--- config.mk ---
export PLATFORM = sky130hd
export DESIGN_NAME = reset_stretch_sequencer
export DESIGN_NICKNAME = d
export VERILOG_FILES = /design/src/inc/rst_seq_pkg.sv /design/src/hdl/reset_stretch_sequencer.sv
export SDC_FILE = /design/constraint.sdc
export NUM_CORES = 1
export LEC_CHECK = 0
export CAP_MARGIN = 20
export CORE_UTILIZATION = 65
export CTS_CLUSTER_SIZE = 14
export DETAILED_ROUTE_END_ITERATION = 8
export DONT_BUFFER_PORTS = 1
export PLACE_DENSITY = 0.82
export SLEW_MARGIN = 20
export SYNTH_ARGS = -nofsm -noshare
export SYNTH_HDL_FRONTEND = slang
export SYNTH_SLANG_ARGS = --single-unit
--- constraint.sdc ---
create_clock -name i_clk_sys -period 6 [get_ports i_clk_sys]
set_clock_uncertainty 0.2 [all_clocks]
set_input_delay 0.3 -clock i_clk_sys [delete_from_list [all_inputs] [get_ports i_clk_sys]]
set_output_delay 0.3 -clock i_clk_sys [all_outputs]
set_load 0.02 [all_outputs]
--- src/inc/rst_seq_pkg.sv ---
/*
 * Package for the reset stretch sequencer: timing constants, state codes
 * and the packed state carrier.
 * Assumes a 25 MHz system clock and a free-running 32 kHz slow clock pin.
 */
package rst_seq_pkg;

   // ***************************************************************
   // Timing
   // ***************************************************************
   localparam int unsigned POR_TIME_MS      = 300;
   localparam int unsigned SLOW_CLK_HZ      = 32000;
   localparam int unsigned POR_SLOW_CYCLES  = POR_TIME_MS * SLOW_CLK_HZ / 1000;
   localparam int unsigned SDRAM_STRETCH    = 7;
   localparam int unsigned SYS_STRETCH      = 14;
   localparam int unsigned QUAL_CYCLES      = 4;
   localparam int unsigned CNT_W            = 14;

   localparam logic [CNT_W-1:0] CNT_ZERO    = 14'h0000;
   localparam logic [CNT_W-1:0] CNT_ONE     = 14'h0001;
   localparam logic [2:0]       QUAL_ZERO   = 3'h0;
   localparam logic [2:0]       QUAL_ONE    = 3'h1;

   // ***************************************************************
   // Sequencer states
   // ***************************************************************
   typedef enum logic [1:0] {
      ST_POR     = 2'b00,
      ST_STRETCH = 2'b01,
      ST_RUN     = 2'b10
   } seq_state_t;

   typedef struct packed {
      logic [1:0]       slow_sync;
      logic [1:0]       hard_sync;
      logic             slow_prev;
      seq_state_t       state;
      logic [CNT_W-1:0] cnt;
      logic [2:0]       qual;
      logic             sdram_rst_n;
      logic             sys_rst_n;
      logic             rst_out_n;
   } seq_regs_t;

   localparam seq_regs_t REGS_RESET = '{
      slow_sync : 2'h0,
      hard_sync : 2'h0,
      slow_prev : 1'b0,
      state     : ST_POR,
      cnt       : CNT_ZERO,
      qual      : QUAL_ZERO,
      sdram_rst_n : 1'b0,
      sys_rst_n   : 1'b0,
      rst_out_n   : 1'b0
   };

endpackage

--- src/hdl/reset_stretch_sequencer.sv ---
/*
 * Reset stretch sequencer: internal power-on reset, qualified hard reset,
 * stretched SDRAM reset and stretched internal system reset.
 * Assumes i_rst_n is the board power-on reset and the slow clock and
 * hard-reset pins are asynchronous to i_clk_sys.
 */
`timescale 1ns/1ps

// Functional notes
// Hold power-on reset 300 ms of slow clock
// Stretch SDRAM reset by 7 slow cycles
// Stretch system reset 14 cycles, drive pin
// Hard reset held at least 4 slow cycles
// Qualify hard reset over 4 slow cycles
// Ignore short pulses; SDRAM released first
module reset_stretch_sequencer (
   // Clock and power-on reset
   input  wire logic i_clk_sys,
   input  wire logic i_rst_n,
   // Pins
   input  wire logic i_slow_32k_clock,
   input  wire logic i_hard_reset_n,
   // Reset outputs, active low
   output logic      o_sdram_reset_n,
   output logic      o_internal_system_reset_n,
   output logic      o_reset_out_n
);

   // ***************************************************************
   // Local constants
   // ***************************************************************
   localparam int unsigned CNT_W = rst_seq_pkg::CNT_W;

   // Last count of the power-on hold before the stretch begins
   localparam logic [CNT_W-1:0] POR_LAST   = CNT_W'(rst_seq_pkg::POR_SLOW_CYCLES - 1);

   // Count at which the SDRAM reset is let go
   localparam logic [CNT_W-1:0] SDRAM_LAST = CNT_W'(rst_seq_pkg::SDRAM_STRETCH - 1);

   // Count at which the system reset and the pin are let go
   localparam logic [CNT_W-1:0] SYS_LAST   = CNT_W'(rst_seq_pkg::SYS_STRETCH - 1);

   // Qualifier value on the slow edge that accepts a hard reset
   localparam logic [2:0]       QUAL_LAST  = 3'(rst_seq_pkg::QUAL_CYCLES - 1);

   // Qualifier value while an accepted hard reset is still held
   localparam logic [2:0]       QUAL_FULL  = 3'(rst_seq_pkg::QUAL_CYCLES);

   // ***************************************************************
   // State
   // ***************************************************************
   rst_seq_pkg::seq_regs_t r_reg;
   rst_seq_pkg::seq_regs_t r_next;

   // ***************************************************************
   // Decoding helpers
   // ***************************************************************
   // Rising edge of the synchronised slow clock
   function automatic logic slow_edge(input rst_seq_pkg::seq_regs_t regs);
      logic seen;
      seen = regs.slow_sync[1] & ~regs.slow_prev;
      return seen;
   endfunction

   // Hard reset seen low after synchronisation
   function automatic logic hard_active(input rst_seq_pkg::seq_regs_t regs);
      logic low;
      low = ~regs.hard_sync[1];
      return low;
   endfunction

   // Hard resets are ignored until the power-on hold is over
   function automatic logic hard_allowed(input rst_seq_pkg::seq_regs_t regs);
      logic allowed;
      allowed = (regs.state != rst_seq_pkg::ST_POR);
      return allowed;
   endfunction

   // Qualifier compare
   function automatic logic qual_at(input rst_seq_pkg::seq_regs_t regs,
                                    input logic [2:0]              target);
      logic hit;
      hit = (regs.qual == target);
      return hit;
   endfunction

   // Stretch counter compare
   function automatic logic cnt_at(input rst_seq_pkg::seq_regs_t regs,
                                   input logic [CNT_W-1:0]        target);
      logic hit;
      hit = (regs.cnt == target);
      return hit;
   endfunction

   // Register image for an accepted hard reset: all resets on, stretch from zero
   function automatic rst_seq_pkg::seq_regs_t restart(input rst_seq_pkg::seq_regs_t regs);
      rst_seq_pkg::seq_regs_t img;
      img             = regs;
      img.state       = rst_seq_pkg::ST_STRETCH;
      img.cnt         = rst_seq_pkg::CNT_ZERO;
      img.sdram_rst_n = 1'b0;
      img.sys_rst_n   = 1'b0;
      img.rst_out_n   = 1'b0;
      return img;
   endfunction

   // ***************************************************************
   // Next state
   // ***************************************************************
   always_comb begin
      logic slow_tick;
      logic hard_act;
      logic hard_ok;
      logic qual_take;
      logic qual_hold;
      slow_tick = 1'b0;
      hard_act  = 1'b0;
      hard_ok   = 1'b0;
      qual_take = 1'b0;
      qual_hold = 1'b0;
      r_next    = r_reg;

      // Two-stage synchronisers; only the second stage feeds logic
      r_next.slow_sync = {r_reg.slow_sync[0], i_slow_32k_clock};
      r_next.hard_sync = {r_reg.hard_sync[0], i_hard_reset_n};
      r_next.slow_prev = r_reg.slow_sync[1];

      slow_tick = slow_edge(r_reg);
      hard_act  = hard_active(r_reg);
      hard_ok   = hard_allowed(r_reg);
      qual_take = hard_ok & hard_act & slow_tick & qual_at(r_reg, QUAL_LAST);
      qual_hold = hard_ok & hard_act & qual_at(r_reg, QUAL_FULL);

      // ************************************************************
      // Hard-reset qualifier
      // ************************************************************
      // Counts slow edges with the hard reset low, cleared when it goes high
      if (!hard_act) begin
         r_next.qual = rst_seq_pkg::QUAL_ZERO;
      end else if (slow_tick && !qual_at(r_reg, QUAL_FULL)) begin
         r_next.qual = r_reg.qual + rst_seq_pkg::QUAL_ONE;
      end

      // ************************************************************
      // Sequencer
      // ************************************************************
      case (r_reg.state)
         rst_seq_pkg::ST_POR: begin
            if (slow_tick) begin
               if (cnt_at(r_reg, POR_LAST)) begin
                  r_next.cnt   = rst_seq_pkg::CNT_ZERO;
                  r_next.state = rst_seq_pkg::ST_STRETCH;
               end else begin
                  r_next.cnt = r_reg.cnt + rst_seq_pkg::CNT_ONE;
               end
            end
         end
         rst_seq_pkg::ST_STRETCH: begin
            if (slow_tick) begin
               r_next.cnt = r_reg.cnt + rst_seq_pkg::CNT_ONE;
               // SDRAM comes out first, its stretch being the shorter
               if (cnt_at(r_reg, SDRAM_LAST)) begin
                  r_next.sdram_rst_n = 1'b1;
               end
               if (cnt_at(r_reg, SYS_LAST)) begin
                  r_next.sys_rst_n = 1'b1;
                  r_next.rst_out_n = 1'b1;
                  r_next.state     = rst_seq_pkg::ST_RUN;
               end
            end
         end
         rst_seq_pkg::ST_RUN: begin
            r_next.cnt = rst_seq_pkg::CNT_ZERO;
         end
         default: begin
            r_next.state = rst_seq_pkg::ST_POR;
            r_next.cnt   = rst_seq_pkg::CNT_ZERO;
         end
      endcase

      // ************************************************************
      // Hard-reset restart
      // ************************************************************
      // An accepted hard reset asserts all three resets again
      if (qual_take) begin
         r_next = restart(r_next);
      end

      // The stretch does not start counting while the hard reset is held
      if (qual_hold) begin
         r_next.cnt = rst_seq_pkg::CNT_ZERO;
      end
   end

   // ***************************************************************
   // Registers
   // ***************************************************************
   always_ff @(posedge i_clk_sys or negedge i_rst_n) begin
      if (!i_rst_n) begin
         r_reg <= rst_seq_pkg::REGS_RESET;
      end else begin
         r_reg <= r_next;
      end
   end

   // ***************************************************************
   // Outputs
   // ***************************************************************
   // Each output is a register bit of its own, already active low
   assign o_sdram_reset_n           = r_reg.sdram_rst_n;
   assign o_internal_system_reset_n = r_reg.sys_rst_n;
   assign o_reset_out_n             = r_reg.rst_out_n;

endmodule

Word level (Yosys, flattened, before mapping):

Cells that the tools add are included.

* muxes and demuxes: 15
* add/sub/neg operators: 2
* eq/ne operators: 14
* bitwise operators: 7
* reductions and logical operators: 12

Operators by type and width (count)
* $mux W16: 2
* $mux W14: 2
* $pmux W14 S2: 1
* $mux W22: 1
* $add A14 B1 Y14 const B: 1
* $eq A14 B14 Y1 const B: 1
* $eq A14 B3 Y1 const B: 1
* $eq A14 B4 Y1 const B: 1
* $mux W3: 4
* $ne A3 B3 Y1 const B: 4
* $reduce_bool A2 Y1: 5
* $ne A4 B4 Y1 const B: 2
* $mux W2: 3
* $pmux W2 S3: 1
* $reduce_and A3 Y1: 2
* $and A1 B1 Y1: 5
* $reduce_and A5 Y1: 1
* $add A3 B1 Y3 const B: 1
* $eq A3 B2 Y1 const B: 1
* $eq A3 B3 Y1 const B: 1
* $eq A2 B1 Y1 const B: 1
* $eq A2 B2 Y1 const B: 1
* $logic_not A2 Y1: 1
* $ne A2 B2 Y1 const B: 1
* 5 further kinds: 6

* word-level logic and storage cells: 59
* flip-flop bits (word level): 27

Longest topological paths before layout:

Gate-level depths: netlist of run 1.

* depth in word-level cells: 7
* mapped depth: 7
* depth with buffers taken out: 6

Least setup slack after synthesis of run 1:

Ideal clock, no wire load.

* path type: flip-flop to flip-flop
* start: register r_reg[15] (netlist name)
* end: register r_reg[8] (netlist name)
* slack: 3.757 ns
* period minus slack after synthesis: 2.243 ns
* data arrival time: 1.917 ns
* data required time: 5.674 ns
* cell stages (with the launch flop): 7
* cell sequence: dfrtp_1 or4_4 or4_1 buf_6 buf_8 a31oi_2 a31oi_1

* word-level cells in the longest chain between the ends: 6

Ends and longest elaborated chain
* start, declared: RTL line reset_stretch_sequencer.sv:52 `rst_seq_pkg::seq_regs_t r_reg;`
* start signal, assigned: RTL line reset_stretch_sequencer.sv:200 `r_reg <= rst_seq_pkg::REGS_RESET;`
* start signal, assigned: RTL line reset_stretch_sequencer.sv:202 `r_reg <= r_next;`
* $eq A14 B14 Y1: RTL line reset_stretch_sequencer.sv:91 `hit = (regs.cnt == target);`
* $mux W14: RTL line reset_stretch_sequencer.sv:150 `if (cnt_at(r_reg, POR_LAST)) begin`
* $mux W16: RTL line reset_stretch_sequencer.sv:149 `if (slow_tick) begin`
* $pmux W14 S2: RTL line reset_stretch_sequencer.sv:147 `case (r_reg.state)`
* $mux W22: RTL line reset_stretch_sequencer.sv:185 `if (qual_take) begin`
* $mux W14: RTL line reset_stretch_sequencer.sv:190 `if (qual_hold) begin`

Every way passes these cells. The select of a mux whose other input is x is not followed.
A chain may end at the register's enable or synchronous reset.

Worst setup path after layout of run 1:

* start: register r_reg[15] (netlist name)
* end: register r_reg[9] (netlist name)

The elaborated chain is that of the path after synthesis.

==> results.cfg, run 1 <==
[status]
outcome = complete, no violations

[grt]
grt_pass1_wl_um = 5440
grt_remaining_overflow = 0
grt_pass1_vias = 1273
grt_antenna_before_repair = 0
grt_max_degree = 27
grt_usage = 0.282

[timing]
rsz0062_at_grt = false
maxSlewViolCount = 0
setup_viol = 0
fmax_mhz = 381
fin_crit_sh = 0.438
hold_viol = 0
max_slew_margin = 0.480
fin_tns_setup_ps = 0
tightest_slew_ps = 780
fin_crit_ps = 2630

[route]
first_iter_violations = 67
routed_via_density = 7.06
ant_nets = 0
routedWlPerCell_um = 16.8
first_pass_iters = 5
drt_wl_total_um = 3120
num_vias = 1307
drc = 0

[die]
die_area_mm2 = 0.00258
io_pins = 7
dieHeight_um = 50.8
core_area_mm2 = 0.00223
initial_core_util = 0.693
placementRows = 17
die_w_um = 50.8

[logic_synthesis]
syn_area_mm2 = 0.00155
synth-seq-cells = 26
synth_common_cells = 26 x dfrtp_1, 24 x a31oi_1, 13 x nand3_1
syn_area_per_cell_um2 = 9.67
synth_fp_nets = 170
ys.flop_type = dfrtp_1
yosys_warnings = 0
postSynthCellCount = 160
yosysTopAreaCell = dfrtp_1
synth_edf_count = 0
synth.top_cell.area_share = 0.420
ys_types = 41
synth.most_common_cell = dfrtp_1
ys_top_cells_by_area = dfrtp_1 42%, a31oi_1 9.7%, ha_1 4.9%, nand3_1 4.2%, buf_6 2.9%
synth-async-reset-ratio = 1.00
ys_seq_area_frac = 0.420

[worst_setup_path]
cp-start-kind = flip-flop
critPathArrivalTime_ps = 2600
crit-reg2reg-launch = r_reg[15]
startpoint = r_reg[15]
crit_path_end_kind = flip-flop
cpMostUsedCell = a31oi_1
max_stage_delay_ps = 920
cp.required_ps = 5980
crit_slowest_cell = or4_1
cp_max_fo = 25
crit_type = reg -> reg
crit_path_cell_trace = or4_4 -> or4_1 -> a31oi_1 -> a31oi_1

[layout]
largest_reg_flops = 24
diodes = 0
drive_gt1_frac = 0.0892
fin_nets = 168
syn_to_final_growth_pct = 1.13
layoutNonFillerInstCount = 185
stdcell_area_mm2 = 0.00157

[cts]
cts_buffer_depth = 2
clk_latency_ps = 310
cts_tree = yes
clock-sinks = 26
cts.clk_slew.worst_paths_ps = 140
cts_resized = 0
cts_buffers = 3
cts_root_buf = clkbuf_4
htreeDepth = 1

[flow_run]
maxCapViolCount = 0

[hold_path]
min_path_type = reg -> reg
hold_start = r_reg[25]

[power_and_ir_drop]
ir_worst_vdd_mv = 0.224
p_total_mw = 0.409
p_leak_nw = 0.679
powerDensity_mw_per_mm2 = 261

[placement]
io_buffer_count = 0
placed_area_mm2 = 0.00146
dp.final_hpwl_um = 2160
gp_congestion = 0.923
placed_cells = 177
==> stage by stage <==
stage	hold slack, ps	utilization	worst slack [ps]
after floorplan	-196	-	3760
after global placement	-195	0.655	3490
after detailed placement	-195	0.655	3430
after CTS	175	0.701	3410
after global routing	186	0.701	3210
final	171	0.701	3370
==> final timing paths <==
path                        endpoint  slack, ps  depth (start not counted)
hold / removal             r_reg[26]        170                          0
setup reg to reg            r_reg[9]       3370                          4
hold reg to reg            r_reg[26]        170                          0
setup / recovery            r_reg[9]       3370                          4
min in group asynchronous  r_reg[11]        200                          2
max in group asynchronous  r_reg[16]       5260                          2
==> cells in the final DEF (no fill, tap or decap), drive strengths merged <==
cell type and n:
and3b 1, ha 6, nor4 5, o211ai 4
o22a 1, nand2b 2, nand4b 1, nand3 13
inv 7, nand3b 2, and4b 1, clkbuf 3
and3 3, a21oi 4, a211oi 2, nand2 7
or2 1, xnor2 1, and2 1, or2b 1
or3b 1, dfrtp 26, buf 3, mux2i 1
nor2b 3, nand4 5, nor2 7, dlygate4sd3 3
bufinv 1, or3 3, a31oi 25, nor3 3
or4 5, o21ai 5
==> critical path, delay by kind of cell, from the launching register on <==
kind	cells	cell delay, ps
and+or+nand+nor	2	1460
AOI/OAI and AO/OA	2	360
DFF	1	480
==> kinds of logic after synthesis <==
logic type      after synthesis  share of synthesized area
compound gates               41                      0.169
buf+inv                      20                      0.104
mux                           1                    0.00647
flops                        26                      0.420
xor+xnor                      1                    0.00566
simple gates                 65                      0.246
fa+ha+maj                     6                     0.0485
==> per-layer routing <==
layer	wire (um)	part of all wire	GRT usage	up-vias
met3	189	0.061	0.0424	12
met2	1530	0.49	0.458	68
li1	-	-	-	598
met4	73	0.023	0.153	0
met1	1330	0.43	0.360	629
met5	0	0	0	-
==> where the power goes <==
part,leakage [nW],switching (mW),internal (mW)
clock,0.0279,0.0509,0.0675
combinational,0.308,0.0393,0.0296
sequential,0.342,0.0307,0.191
total,0.679,0.121,0.288
==> repair_timing <==
item / CTS / global route
buffers inserted: 0 / 0
hold buffers: 4 / 0
endpoints found under the hold margin: 28 / 0
==> cell type report <==
cell class / instances / area, um^2
Multi-Input combinational cell: 114 / 736
Fill cell: 165 / 668
Sequential cell: 26 / 651
Timing Repair Buffer: 6 / 65.1
Tap cell: 28 / 35.0
Clock inverter: 1 / 30.0
Inverter: 7 / 26.3
Clock buffer: 3 / 22.5
Power figures use the tool's default switching activity.
==> run 2, diff against run 1 <==
CORE_UTILIZATION = 62   (was 65)
PLACE_DENSITY = 0.79   (was 0.82)
clock period = 2.75 ns   (was 6 ns; I/O delays follow)
==> run 2 against run 1 <==
  * Register-to-register slack lost 3000 ps
  * Critical path depth up 2
  * Sequential power grew 120%
  * Critical endpoint is now r_reg[15]
==> results.cfg, run 2 (same netlist as run 1, synthesis figures left out) <==
[status]
outcome = complete, no violations

[cts]
cts_tree = yes
clk_latency_ps = 330
clock-sinks = 26
cts_buffer_depth = 2
post_cts_buffers = 0
cts_buffers = 3
htreeDepth = 1
cts_root_buf = clkbuf_4
cts.clk_slew.worst_paths_ps = 140

[hold_path]
min_path_type = in -> async

[layout]
drive_gt1_frac = 0.0949
layoutNonFillerInstCount = 186
fillers = 168
layout_common_cells = 26 x dfrtp_1, 24 x a31oi_1, 13 x nand3_1
largest_reg_flops = 24
syn_to_final_growth_pct = 1.62
final_common_cell = dfrtp_1
fin_nets = 169
diodes = 0

[route]
drc = 0
routed_via_density = 6.91
first_iter_violations = 81
drt_wl_total_um = 3170
ant_nets = 0
first_pass_iters = 4
routedWlPerCell_um = 17.0
num_vias = 1285

[placement]
dp.final_hpwl_um = 2120
placed_cells = 178
io_buffer_count = 0
gp_congestion = 0.870
place_ws_ps = 416

[power_and_ir_drop]
power_frac_seq = 0.540
powerDensity_mw_per_mm2 = 572
comb_power_share = 0.166
ir_worst_vdd_mv = 0.430
p_int_mw = 0.628
p_sw_frac = 0.302
clkPwrFrac = 0.294
p_total_mw = 0.900
switching_power_mw = 0.271
p_leak_nw = 0.683

[timing]
fin_crit_sh = 0.866
fin_tns_setup_ps = 0
setup_viol = 0
rsz0062_at_grt = false
fmax_mhz = 420
hold_viol = 0
maxSlewViolCount = 0
timing.final.ws_setup_ps = 369
max_slew_margin = 0.587
tightest_slew_ps = 614
fin_crit_ps = 2380

[worst_setup_path]
cp_max_fo = 25
rr_worst_depth = 6
cp-start-kind = flip-flop
cp.required_ps = 2750
critPathArrivalTime_ps = 2380
crit_type = reg -> reg
crit-reg2reg-launch = r_reg[6]
r2r-end = r_reg[15]
reg2reg_setup_slack_ps = 370
crit_path_end_kind = flip-flop

[die]
io_pins = 7
core_area_mm2 = 0.00228
die_w_um = 52.0
initial_core_util = 0.680
placementRows = 17
die_area_mm2 = 0.00270
dieHeight_um = 52.0

[flow_run]
maxCapViolCount = 0

[grt]
grt_pass1_wl_um = 5220
grt_remaining_overflow = 0
grt_max_degree = 27
grt_pass1_vias = 1184
grt_antenna_before_repair = 0
grt_usage = 0.265
[run 2: what timing repair did]
action                    in CTS  in global routing
hold endpoints to repair      28                  0
hold buffers                   4                  0
resized for setup              0                  0
[run 2: per-stage QoR]
stage	util	hold WS (ps)	area, um^2
3_5_place_dp	0.646	-358	1470
2_1_floorplan	-	-358	1550
6_report	0.691	18.8	1570
5_1_grt	0.691	14.7	1570
4_1_cts	0.691	20.3	1570
3_3_place_gp	0.646	-358	1470
[run 2: layer usage]
layer  wire [um]  global-route usage  vias to the layer above  part of all wire
li1            -                   -                      601                 -
met1        1400               0.327                      624              0.44
met2        1570               0.453                       53              0.50
met3         166              0.0614                        7             0.052
met4          30              0.0856                        0            0.0095
met5           0                   0                        -                 0
[run 2: power groups by stage]
stage	Combinational, mW	Sequential [mW]	Clock [mW]
2_1_floorplan	0.190	0.443	0
3_3_place_gp	0.123	0.488	0
3_5_place_dp	0.133	0.491	0
4_1_cts	0.149	0.483	0.269
5_1_grt	0.170	0.492	0.287
6_report	0.150	0.486	0.264
[run 2: how the worst max path moves through the flow]
stage / from / end / slack, ps / depth (start not counted)
5_1_grt: r_reg[6] / r_reg[10] / 260 / 6
3_3_place_gp: r_reg[15] / r_reg[10] / 500 / 5
6_report: r_reg[6] / r_reg[15] / 370 / 6
2_1_floorplan: r_reg[15] / r_reg[8] / 510 / 6
4_1_cts: r_reg[15] / r_reg[10] / 410 / 5
3_5_place_dp: r_reg[15] / r_reg[10] / 420 / 5
[run 2: area by class of cell]
type                            count  area [um^2]  share of cell area
Clock buffer                        3         22.5              0.0143
Clock inverter                      1         30.0              0.0191
Sequential cell                    26          651               0.414
Multi-Input combinational cell    114          736               0.468
Timing Repair Buffer                7         72.6              0.0461
Tap cell                           28         35.0              0.0223
Inverter                            7         26.3              0.0167
[run 2: worst max-delay path: stages (launching register included)]
cell and delay, ps:
dfrtp_1 470, ha_1 260, nand3_1 260, or4_1 580
buf_4 240, a31oi_1 180, a31oi_1 70
==> run 3, diff against run 2 <==
BUFFER_PORTS_ARGS = -buffer_cell sky130_fd_sc_hd__clkbuf_2   (was not set)
CORE_UTILIZATION = 60   (was 62)
DONT_BUFFER_PORTS = not set   (was 1)
==> run 3 against run 2 <==
  * Sequential cell count unchanged
  * Wire length fell by 1.7%
  * Core utilization fell by 4.9 points
  * Via count increased by 2.3%
  * Critical endpoint is now r_reg[19]
  * Fmax up 1.3%
  * Highest routed layer unchanged
  * Global-route usage down 0.091 points
==> results.cfg, run 3 (same netlist as run 1, synthesis figures left out) <==
[layout]
largest_reg_flops = 24
fin_nets = 175
syn_to_final_growth_pct = 1.86
drive_gt1_frac = 0.128
stdcell_area_mm2 = 0.00158
final_util = 0.642
layout_common_cells = 26 x dfrtp_1, 24 x a31oi_1, 13 x nand3_1
diodes = 0
final_common_cell = dfrtp_1
layoutNonFillerInstCount = 194

[route]
met1_length_um = 1360
top_layer_used = met4
first_iter_violations = 44
routed_via_density = 6.77
num_vias = 1314
wl_met2_um = 1490
ant_nets = 0
drc = 0
drt_wl_total_um = 3110
first_pass_iters = 4
wl_met3_um = 197
routedWlPerCell_um = 16.0

[die]
io_pins = 7
initial_core_util = 0.630
core_area_mm2 = 0.00245
die_w_um = 52.8
placementRows = 18
dieHeight_um = 52.8
die_area_mm2 = 0.00279

[grt]
grt_pass1_vias = 1245
grt_pass1_wl_um = 5340
grt_remaining_overflow = 0
grt_usage = 0.264
grt_max_degree = 27
grt_antenna_before_repair = 0

[placement]
gp_congestion = 0.852
placed_area_mm2 = 0.00151
io_buffer_count = 6
place_ws_ps = 451
placed_cells = 187
dp.final_hpwl_um = 2140

[worst_setup_path]
crit_type = reg -> reg
cp_max_fo = 15
cp.required_ps = 2750
crit_path_end_kind = flip-flop
cp-start-kind = flip-flop
critPathArrivalTime_ps = 2350

[cts]
post_cts_buffers = 0
htreeDepth = 1
cts.clk_slew.worst_paths_ps = 140
cts_buffers = 3
cts_root_buf = clkbuf_4
clock-sinks = 26
clk_latency_ps = 330
cts_tree = yes
cts_buffer_depth = 2

[timing]
rsz0062_at_grt = false
fin_tns_setup_ps = 0
timing.final.ws_setup_ps = 401
fin_crit_sh = 0.854
setup_viol = 0
max_slew_margin = 0.579
fmax_mhz = 426
fin_crit_ps = 2350
hold_viol = 0
hold_slack_ps = 141
tightest_slew_ps = 631
maxSlewViolCount = 0

[power_and_ir_drop]
p_total_mw = 0.828
p_leak_nw = 0.697
powerDensity_mw_per_mm2 = 525
ir_worst_vdd_mv = 0.445

[flow_run]
maxCapViolCount = 0

[status]
outcome = complete, no violations

[hold_path]
min_path_type = in -> async
-- run 3: changes by cell type in the layout (fill, tap and decap cells not counted) --
| cell | previous run | this run |
|---|---|---|
| buf_12 | 1 | 0 |
| buf_4 | 3 | 4 |
| bufinv_16 | 1 | 0 |
| clkbuf_2 | 0 | 6 |
| clkbuf_8 | 0 | 1 |
-- run 3: report_power, final --
group	leakage (nW)	internal, mW	switching, mW
Sequential	0.342	0.417	0.0676
Combinational	0.334	0.0630	0.0862
Clock	0.0210	0.0810	0.113
Total	0.697	0.561	0.267
-- run 3: layout make-up --
class / instances / area, um^2
multi-input combinational: 114 / 736
timing repair buffer: 13 / 90.1
inverter: 7 / 26.3
sequential: 26 / 651
clock buffer: 4 / 36.3
fill: 204 / 878
tap: 30 / 37.5
-- run 3: path summary, 6_finish.rpt --
path                            from               to  slack, ps  cells past startpoint
max in group asynchronous    i_rst_n        r_reg[24]       1790                      2
min                          i_rst_n  o_sdram_reset_n        140                      2
min in group i_clk_sys     r_reg[25]        r_reg[26]        160                      0
max reg2reg                r_reg[15]        r_reg[19]        400                      5
max                        r_reg[15]        r_reg[19]        400                      5
min reg2reg                r_reg[25]        r_reg[26]        160                      0
-- run 3: worst max-delay path: stages (launching register included) --
cell and delay [ps]:
dfrtp_1 480, or4_4 540, or4_1 560, buf_4 210, a31oi_1 160, a31oi_1 70
-- run 3: routing by layer --
| layer | global-route usage | vias up |
|---|---|---|
| met1 | 0.341 | 623 |
| met4 | 0.123 | 0 |
| met5 | 0 | - |
| met3 | 0.0435 | 11 |
| met2 | 0.428 | 68 |
| li1 | - | 612 |
-- run 3: what timing repair did --
action | in CTS | in global routing
hold buffers | 3 | 0
resized for setup | 0 | 0
hold endpoints to repair | 28 | 0
